--- src/pkg/ccr_params.svh ---
// Purpose: Offsets, reset values and field positions of the charge counter readout.
// Assumes: Byte-wide registers addressed by an 8-bit register index.
// Notes: Definitions only.
`ifndef CCR_PARAMS_SVH
`define CCR_PARAMS_SVH

// ----------------------------------------
// Register offsets
// ----------------------------------------
`define CCR_OFF_B_SLEEP_HIGH 8'h17
`define CCR_OFF_B_SLEEP_LOW 8'h18
`define CCR_OFF_C_COUNT_HIGH 8'h19
`define CCR_OFF_C_COUNT_LOW 8'h1A
`define CCR_OFF_SUPPLY_AVG_HIGH 8'h1B

// ----------------------------------------
// Reset values and fields
// ----------------------------------------
`define CCR_RST_BYTE 8'h00
`define CCR_RST_COUNT 16'h0000
`define CCR_RST_NIBBLE 4'h0
`define CCR_CNT_HIGH_MSB 15
`define CCR_CNT_HIGH_LSB 8
`define CCR_CNT_LOW_MSB 7
`define CCR_CNT_LOW_LSB 0
`define CCR_NIBBLE_MSB 3
`define CCR_NIBBLE_LSB 0
`define CCR_CH_B 0
`define CCR_CH_C 1

`endif

--- src/pkg/ccr_pkg.sv ---
// Purpose: Types shared by the charge counter readout.
// Assumes: Register access arrives already decoded from the serial control bus.
// Notes: Offsets and counts live in ccr_params.svh.
`default_nettype none
package ccr_pkg;

	// Register access as presented by the serial bus slave
	typedef struct packed
	{
		logic active;
		logic read;
		logic [7:0] addr;
	} ccr_bus_s;

	// Use of the output-C counter
	typedef enum logic [1:0]
	{
		CCR_CHARGE,
		CCR_CALIBRATING,
		CCR_CAL_RESULT
	} ccr_cal_e;

endpackage

`default_nettype wire

--- src/ccr_charge_counter_readout.sv ---
// Purpose: Read-only charge counter registers with coherent two-byte reads.
// Assumes: Bus, pulses and calibration strobes are on core_clk; reference clock is not.
// Notes: Output B high byte at 0x17 is readable and its read also loads the low-byte shadow.
//
// What this block does
// - Output-B sleep counter low byte is read-only, reset 0x00.
// - Output-C counter readable: high byte 0x19, low byte 0x1A, reset zero.
// - One count per N pulses, N chosen by the counter prescaler.
// - Counts are 16-bit values split over two byte registers.
// - Addressing a counter register freezes that counter; counts meanwhile are lost.
// - Reading a high byte copies the live low byte into a shadow.
// - Reading a low byte returns its shadow, not the live count.
// - During calibration output-C counter counts 10 MHz reference cycles.
// - After calibration, output-C holds the reference count until counter clear or the next calibration event.
// - Offset 0x1B: bits 7:4 read zero, bits 3:0 supply average nibble.
`timescale 1ns/100ps
`default_nettype none
`include "ccr_params.svh"

module ccr_charge_counter_readout
#(
	parameter int PRE_W = 3
)
(
	input wire logic core_clk,
	input wire logic rst,
	input wire ccr_pkg::ccr_bus_s busReq,
	input wire logic [PRE_W-1:0] counterPrescaler,
	input wire logic [1:0] pfmPulse,
	input wire logic calEvent,
	input wire logic counterClearEvent,
	input wire logic refClkPin,
	input wire logic [3:0] supplyAvgHighNibble,
	output logic [7:0] rdData,
	output logic rdValid,
	output logic calResultHeld
);
	import ccr_pkg::*;

	localparam int DIV_W = 1 << PRE_W;

	// ----------------------------------------
	// Address decode
	// ----------------------------------------
	function automatic logic isHigh(input logic [7:0] addr, input int ch);
		isHigh = (ch == `CCR_CH_C) ? (addr == `CCR_OFF_C_COUNT_HIGH)
			: (addr == `CCR_OFF_B_SLEEP_HIGH);
	endfunction

	function automatic logic isLow(input logic [7:0] addr, input int ch);
		isLow = (ch == `CCR_CH_C) ? (addr == `CCR_OFF_C_COUNT_LOW)
			: (addr == `CCR_OFF_B_SLEEP_LOW);
	endfunction

	function automatic logic chanHit(input logic [7:0] addr, input int ch);
		chanHit = isHigh(addr, ch) || isLow(addr, ch);
	endfunction

	// ----------------------------------------
	// Reference clock synchroniser
	// ----------------------------------------
	logic refMeta;
	logic refSync;
	logic refLast;
	logic refRise;
	logic next_refMeta;
	logic next_refSync;
	logic next_refLast;

	always_comb
	begin
		next_refMeta = refClkPin;
		next_refSync = refMeta;
		next_refLast = refSync;
	end

	always_ff @(posedge core_clk)
	begin
		if (rst)
		begin
			refMeta <= 1'b0;
			refSync <= 1'b0;
			refLast <= 1'b0;
		end
		else
		begin
			refMeta <= next_refMeta;
			refSync <= next_refSync;
			refLast <= next_refLast;
		end
	end

	assign refRise = refSync && !refLast;

	// ----------------------------------------
	// Calibration state of output-C counter
	// ----------------------------------------
	ccr_cal_e calState;
	ccr_cal_e next_calState;
	logic next_calResultHeld;
	logic calStart;

	assign calStart = calEvent && (calState != CCR_CALIBRATING);

	always_comb
	begin
		next_calState = calState;
		unique case (calState)
			CCR_CHARGE:
				if (calEvent)
					next_calState = CCR_CALIBRATING;
			CCR_CALIBRATING:
				if (!calEvent)
					next_calState = CCR_CAL_RESULT;
			CCR_CAL_RESULT:
				if (calEvent)
					next_calState = CCR_CALIBRATING;
			// Unused fourth code falls back to charge counting
			default:
				next_calState = CCR_CHARGE;
		endcase
		// Clear ends any calibration use of the counter
		if (counterClearEvent)
			next_calState = CCR_CHARGE;
		next_calResultHeld = (next_calState == CCR_CAL_RESULT);
	end

	always_ff @(posedge core_clk)
	begin
		if (rst)
		begin
			calState <= CCR_CHARGE;
			calResultHeld <= 1'b0;
		end
		else
		begin
			calState <= next_calState;
			calResultHeld <= next_calResultHeld;
		end
	end

	// ----------------------------------------
	// Counters, prescalers and shadows
	// ----------------------------------------
	logic [1:0][15:0] cntBus;
	logic [1:0][7:0] shadowBus;
	logic [1:0] preWrap;
	logic [1:0] inhibit;
	logic [1:0] countEvt;

	for (genvar ch = 0; ch < 2; ch++)
	begin : gChan
		logic [15:0] cnt;
		logic [15:0] next_cnt;
		logic [DIV_W-1:0] preCnt;
		logic [DIV_W-1:0] next_preCnt;
		logic [DIV_W-1:0] preLimit;
		logic [7:0] shadow;
		logic [7:0] next_shadow;
		logic calOwned;
		logic evt;
		logic wrap;
		logic inh;

		always_comb
		begin
			preLimit = DIV_W'(1) << counterPrescaler;
			calOwned = (ch == `CCR_CH_C) && (calState != CCR_CHARGE);
			// Prescaler keeps running while frozen, so only whole counts are lost
			wrap = pfmPulse[ch] && (preCnt == DIV_W'(preLimit - DIV_W'(1)));
			next_preCnt = preCnt;
			if (counterClearEvent)
				next_preCnt = '0;
			else if (pfmPulse[ch] && !calOwned)
				next_preCnt = wrap ? '0 : DIV_W'(preCnt + DIV_W'(1));
			evt = calOwned ? ((calState == CCR_CALIBRATING) && refRise)
				: wrap;
			inh = busReq.active && chanHit(busReq.addr, ch);
			next_cnt = cnt;
			if (counterClearEvent)
				next_cnt = `CCR_RST_COUNT;
			else if ((ch == `CCR_CH_C) && calStart)
				next_cnt = `CCR_RST_COUNT;
			else if (evt && !inh)
				next_cnt = 16'(cnt + 16'h0001);
			next_shadow = shadow;
			if (busReq.read && isHigh(busReq.addr, ch))
				next_shadow = cnt[`CCR_CNT_LOW_MSB:`CCR_CNT_LOW_LSB];
		end

		always_ff @(posedge core_clk)
		begin
			if (rst)
			begin
				cnt <= `CCR_RST_COUNT;
				preCnt <= '0;
				shadow <= `CCR_RST_BYTE;
			end
			else
			begin
				cnt <= next_cnt;
				preCnt <= next_preCnt;
				shadow <= next_shadow;
			end
		end

		assign cntBus[ch] = cnt;
		assign shadowBus[ch] = shadow;
		assign preWrap[ch] = wrap;
		assign inhibit[ch] = inh;
		assign countEvt[ch] = evt;
	end

	// ----------------------------------------
	// Read data path
	// ----------------------------------------
	logic [7:0] next_rdData;
	logic next_rdValid;

	always_comb
	begin
		next_rdValid = busReq.read;
		next_rdData = rdData;
		if (busReq.read)
		begin
			unique case (busReq.addr)
				`CCR_OFF_B_SLEEP_HIGH:
					next_rdData = cntBus[`CCR_CH_B][`CCR_CNT_HIGH_MSB:`CCR_CNT_HIGH_LSB];
				`CCR_OFF_B_SLEEP_LOW:
					next_rdData = shadowBus[`CCR_CH_B];
				`CCR_OFF_C_COUNT_HIGH:
					next_rdData = cntBus[`CCR_CH_C][`CCR_CNT_HIGH_MSB:`CCR_CNT_HIGH_LSB];
				`CCR_OFF_C_COUNT_LOW:
					next_rdData = shadowBus[`CCR_CH_C];
				`CCR_OFF_SUPPLY_AVG_HIGH:
					next_rdData = {`CCR_RST_NIBBLE, supplyAvgHighNibble};
				default:
					next_rdData = `CCR_RST_BYTE;
			endcase
		end
	end

	always_ff @(posedge core_clk)
	begin
		if (rst)
		begin
			rdData <= `CCR_RST_BYTE;
			rdValid <= 1'b0;
		end
		else
		begin
			rdData <= next_rdData;
			rdValid <= next_rdValid;
		end
	end
endmodule

`default_nettype wire

--- config.mk ---
export PLATFORM = sky130hd
export DESIGN_NAME = ccr_charge_counter_readout
export DESIGN_NICKNAME = d
export VERILOG_FILES = /design/src/pkg/ccr_pkg.sv /design/src/ccr_charge_counter_readout.sv
export VERILOG_INCLUDE_DIRS = /design/src /design/src/pkg
export SDC_FILE = /design/constraint.sdc
export NUM_CORES = 1
export LEC_CHECK = 0
export BUFFER_PORTS_ARGS = -buffer_cell sky130_fd_sc_hd__buf_2
export CAP_MARGIN = 20
export CORE_UTILIZATION = 49
export DETAILED_ROUTE_END_ITERATION = 10
export MAX_ROUTING_LAYER = met4
export PLACE_DENSITY_LB_ADDON = 0.15
export SLEW_MARGIN = 20
export SYNTH_ARGS = -nofsm -noshare
export SYNTH_HDL_FRONTEND = slang
export SYNTH_SLANG_ARGS = --single-unit
--- constraint.sdc ---
create_clock -name core_clk -period 1.8 [get_ports core_clk]
set_input_delay 0 -clock core_clk [delete_from_list [all_inputs] [get_ports core_clk]]
set_output_delay 0 -clock core_clk [all_outputs]
set_load 0.005 [all_outputs]
* Word-level counts from Yosys, hierarchy flattened
Index checks and enable logic that the tools add are counted.
** Storage, ports and cells
- Bits in registers :: 79
- Output and inout port bits :: 10
** Operators by class
- Add/sub/neg operators :: 5
- Equal/unequal tests :: 11
- Shift operators :: 1
- Mux-type cells :: 8
- Reductions and logical operators :: 23
** Operators by type and width (count)
- $eq 8x5->1 const B :: 5
- $pmux 8 s5 :: 1
- $add 16x1->16 const B :: 2
- $add 8x1->8 const B :: 2
- $eq 8x8->1 :: 2
- $mux 8 :: 2
- $logic_and 1x1->1 :: 12
- $shl 1x3->8 const A :: 1
- $sub 8x1->8 const B :: 1
- $mux 2 :: 3
- $eq 2x2->1 const B :: 2
- $logic_not 1->1 :: 4
- $pmux 2 s2 :: 1
- $reduce_or 2->1 :: 2
- $reduce_or 3->1 :: 1
- $eq 2x1->1 const B :: 1
- $logic_not 2->1 :: 1
- $logic_or 1x1->1 :: 2
- $ne 2x1->1 const B :: 1
- $reduce_bool 2->1 :: 1
- $mux 1 :: 1

* Depth between registers and ports, before layout
- Depth after elaboration :: 6
- Depth in mapped cells :: 9
- Mapped depth without buffers :: 6

* Worst setup path after synthesis
Ideal clock, no wire load.
- Path type :: reg-to-reg
- From :: register gChan[0].preCnt[3]
- To :: register gChan[0].cnt[7]
- Setup time :: 132 ps
- Arrival :: 1907 ps
- Required time :: 1668 ps
- Slack :: -240 ps
- Cell stages (with the launch flop) :: 9
- Path buffers :: 2
- Period minus slack after synthesis :: 2040 ps
- Cells stage by stage :: dfxtp_1 -> xor2_1 -> nor3b_2 -> o211ai_1 -> or4_1 -> buf_2 -> clkbuf_1 -> o31ai_1 -> a21oi_1
** On the way
- Cells in the longest elaborated chain, start to end :: 3
** RTL lines
- from (decl) :: RTL line ccr_charge_counter_readout.sv:155 : logic [DIV_W-1:0] preCnt;
- from (signal assigned) :: RTL line ccr_charge_counter_readout.sv:202 : preCnt <= next_preCnt;
- $eq 8x8->1 :: RTL line ccr_charge_counter_readout.sv:170 : wrap = pfmPulse[ch] && (preCnt == DIV_W'(preLimit - DIV_W'(1)));
- $logic_and 1x1->1 :: RTL line ccr_charge_counter_readout.sv:170
- $logic_and 1x1->1 :: RTL line ccr_charge_counter_readout.sv:184 : else if (evt && !inh)
- to (signal assigned) :: RTL line ccr_charge_counter_readout.sv:195 : cnt <= `CCR_RST_COUNT;
- to (signal assigned) :: RTL line ccr_charge_counter_readout.sv:201 : cnt <= next_cnt;
- to (decl) :: RTL line ccr_charge_counter_readout.sv:153 : logic [15:0] cnt;
No other way between the ends.
A chain may end at the register's enable or synchronous reset.

* Worst setup path in the final report
- From :: register gChan[0].preCnt[6]
- To :: register gChan[0].cnt[7]
Same word-level chain as after synthesis.

==> metrics <==
status finished with violations; failing checks setup timing; Worst-Margin Slew roughly 0.55 ns; Clock power frac 0.373; gpl congestion 0.848; register area around 1600 um^2; WP data required 2.08 ns; #FFs+latches synth 79; VDD IR max 0.000405 V; Period Utilization, post-route 1.15; clock slew at reported path FFs 0.09 ns; DR pass1 iterations 4; CP Launch Type flop; H-Tree Depth 3; Switching Fraction 0.270; internal power around 2.4 mW; die height 92.2 um; ANT cells 0; initial DRC count 293; vias per cell 5.94; Seq pwr share 0.537; CTS Sinks 79; Max Fanout on Critical Path 7; Yosys warnings 0; GRT overflow 0; Switch Pwr 0.885 mW; sequential-to-total area share from yosys stat 0.397; P_leak between 2 and 2.5 nW; Comb pwr share 0.090; RSZ-0062 raised after global routing true; crit path DAT 2.35 ns; Final ANT Viol Nets 0; count leader, synth dfxtp_1; largest net degree at the start of global routing 30; CTS tree yes; DRC errors left 0; Yosys top cell area share 0.397; pwr/cell area 593 nW/um^2; via count 4,194; dpl hpwl 7840 um; Most used DFF post-synth dfxtp_1; maxcap violations 0; Nets 627; Starting Density 0.510; Synth cell types 57; Synth area leaders dfxtp_1 40%, a21oi_1 6.3%, nand2_1 4.6%, mux2i_1 3.8%, nand3_1 3.8%; clock buffer depth 2; Min-Delay Path Class in2reg; dpl ws -0.231 ns; Pwr Total approximately 3.3 mW; worst rel slew slack 0.632; final setup skew between 0.01 and 0.015 ns; initial antenna violation count 0; Setup Viol. Count Final 32; ys async rst share 0; GRT Total Usage 0.287; Port Buf Inserts 33; post-layout min period a little over 2 ns; core area 7810 um^2; fmax 484 MHz; row count 32; Final Max Tran Viols 0; Mean Syn Cell Area about 8 um^2; Syn Nets 512; # fillers 610; Critical Path End Type flop; ratio of cells with drive above 1 in the final layout 0.373; Die Width roughly 92 um; Num CTS Buffers 9; Commonest cells post-synth 79 x dfxtp_1, 50 x a21oi_1, 49 x nand2_1; footprint of the multi-input gates 2620 um^2; Cell Area, Synth ~4000 um^2; Clock Latency Late Sink roughly 0.36 ns; first-pass GRT wire length approximately 19,000 um; Synth Instances 484; Top Ports 34; die area 8490 um^2; number of flops mapped to enable cells by yosys 0; WL final 12,100 um; Hold Vio Cnt, Final 0; root buf cell clkbuf_8; Area Growth Syn to Fin 38.6%; vias in the first global route ~3,900; average wire per standard cell 17.1 um; worst setup margin -0.268 ns; post-synth top area cell dfxtp_1; WS Path Type reg2reg
worst max-delay path, cell delays in order (launching register included):
cell and delay [ns]:
dfxtp_4 0.38, and3_4 0.18, o2bb2ai_2 0.10, a2bb2oi_2 0.08
or4_4 0.52, buf_6 0.15, or4_4 0.43, a21oi_2 0.15
power by group through the flow:
stage	clock network, mW	registers [mW]	logic [mW]
after CTS	1.22	1.76	0.267
after floorplan	0	1.80	0.131
after global routing	1.30	1.76	0.317
after global placement	0	1.80	0.238
after detailed placement	0	1.80	0.241
final	1.22	1.76	0.294
per-layer routing:
| metal | global-route usage | wire (um) | vias to the layer above | part of all wire |
|---|---|---|---|---|
| met5 | - | 0 | - | 0 |
| met4 | 0.0938 | 208 | 0 | 0.017 |
| met3 | 0.0473 | 623 | 26 | 0.051 |
| met2 | 0.458 | 5840 | 138 | 0.48 |
| met1 | 0.370 | 5430 | 2019 | 0.45 |
| li1 | - | - | 2011 | - |
flip-flops by register name, summed over array words and instances, names as in the netlist, 2 cells and up:
register and cells:
gChan.shadow 16, gChan.preCnt 16, rdData 8, gChan.cnt 32
calState 2
final timing paths:
path,start,end,slack (ns),depth (start not counted)
setup reg to reg,gChan[0].preCnt[6],gChan[0].cnt[7],-0.27,7
hold / removal,busReq[8],gChan[1].shadow[1],0.03,3
hold reg to reg,next_refSync,next_refLast,0.44,1
setup / recovery,gChan[0].preCnt[6],gChan[0].cnt[7],-0.27,7
cell usage in the layout (no fill, tap or decap), drive strengths merged, types with 8 or more instances in the layout:
cell type and n:
buf 124, dfxtp 79, a21oi 51, nand2 49, nor2 37, nand3 30, o21ai 21, mux2i 15
xor2 15, or4 15, nand4 12, clkbuf 12, or3 12, nor3 11, o31ai 11, and3 9
inv 8, nand2b 8
logic make-up (layout without fill, tap and decap cells):
logic type / Yosys count / count (layout) / share of synthesized area
AND/OR/NAND/NOR: 216 / 216 / 0.290
AO/OA/AOI/OAI: 115 / 115 / 0.179
flip-flops: 79 / 79 / 0.397
buffers and inverters: 34 / 154 / 0.0374
XOR/XNOR: 21 / 21 / 0.0462
multiplexers: 15 / 15 / 0.0377
adder cells (fa/ha/maj): 4 / 4 / 0.0126
final cells by class:
class / instances / area share
multi-input cells: 371 / 0.474
flip-flops and latches: 79 / 0.290
repair buffers: 130 / 0.176
clock buffers: 10 / 0.0231
well taps: 102 / 0.0231
clock inverters: 6 / 0.00816
inverters: 8 / 0.00544
what timing repair did:
item	CTS	global route
pin swaps	18	23
endpoints found under the setup margin	32	46
resized for setup	25	56
endpoints found under the hold margin	7	0
cloned	3	1
hold buffers	4	0
buffers inserted	6	6
metrics by stage:
step                      utilization  cell area (um^2)  TNS [ns]  hold WS [ns]  instances
after detailed placement        0.614              4790     -4.59         0.233        670
after floorplan                     -              4040    -0.933        0.0718        484
after global routing            0.707              5520     -7.43        0.0494        706
after global placement          0.614              4790     -3.34         0.210        670
after CTS                       0.669              5230     -4.35        0.0183        699
final                           0.707              5520     -4.94        0.0303        706
No activity file was read; power rests on OpenSTA's default activity.
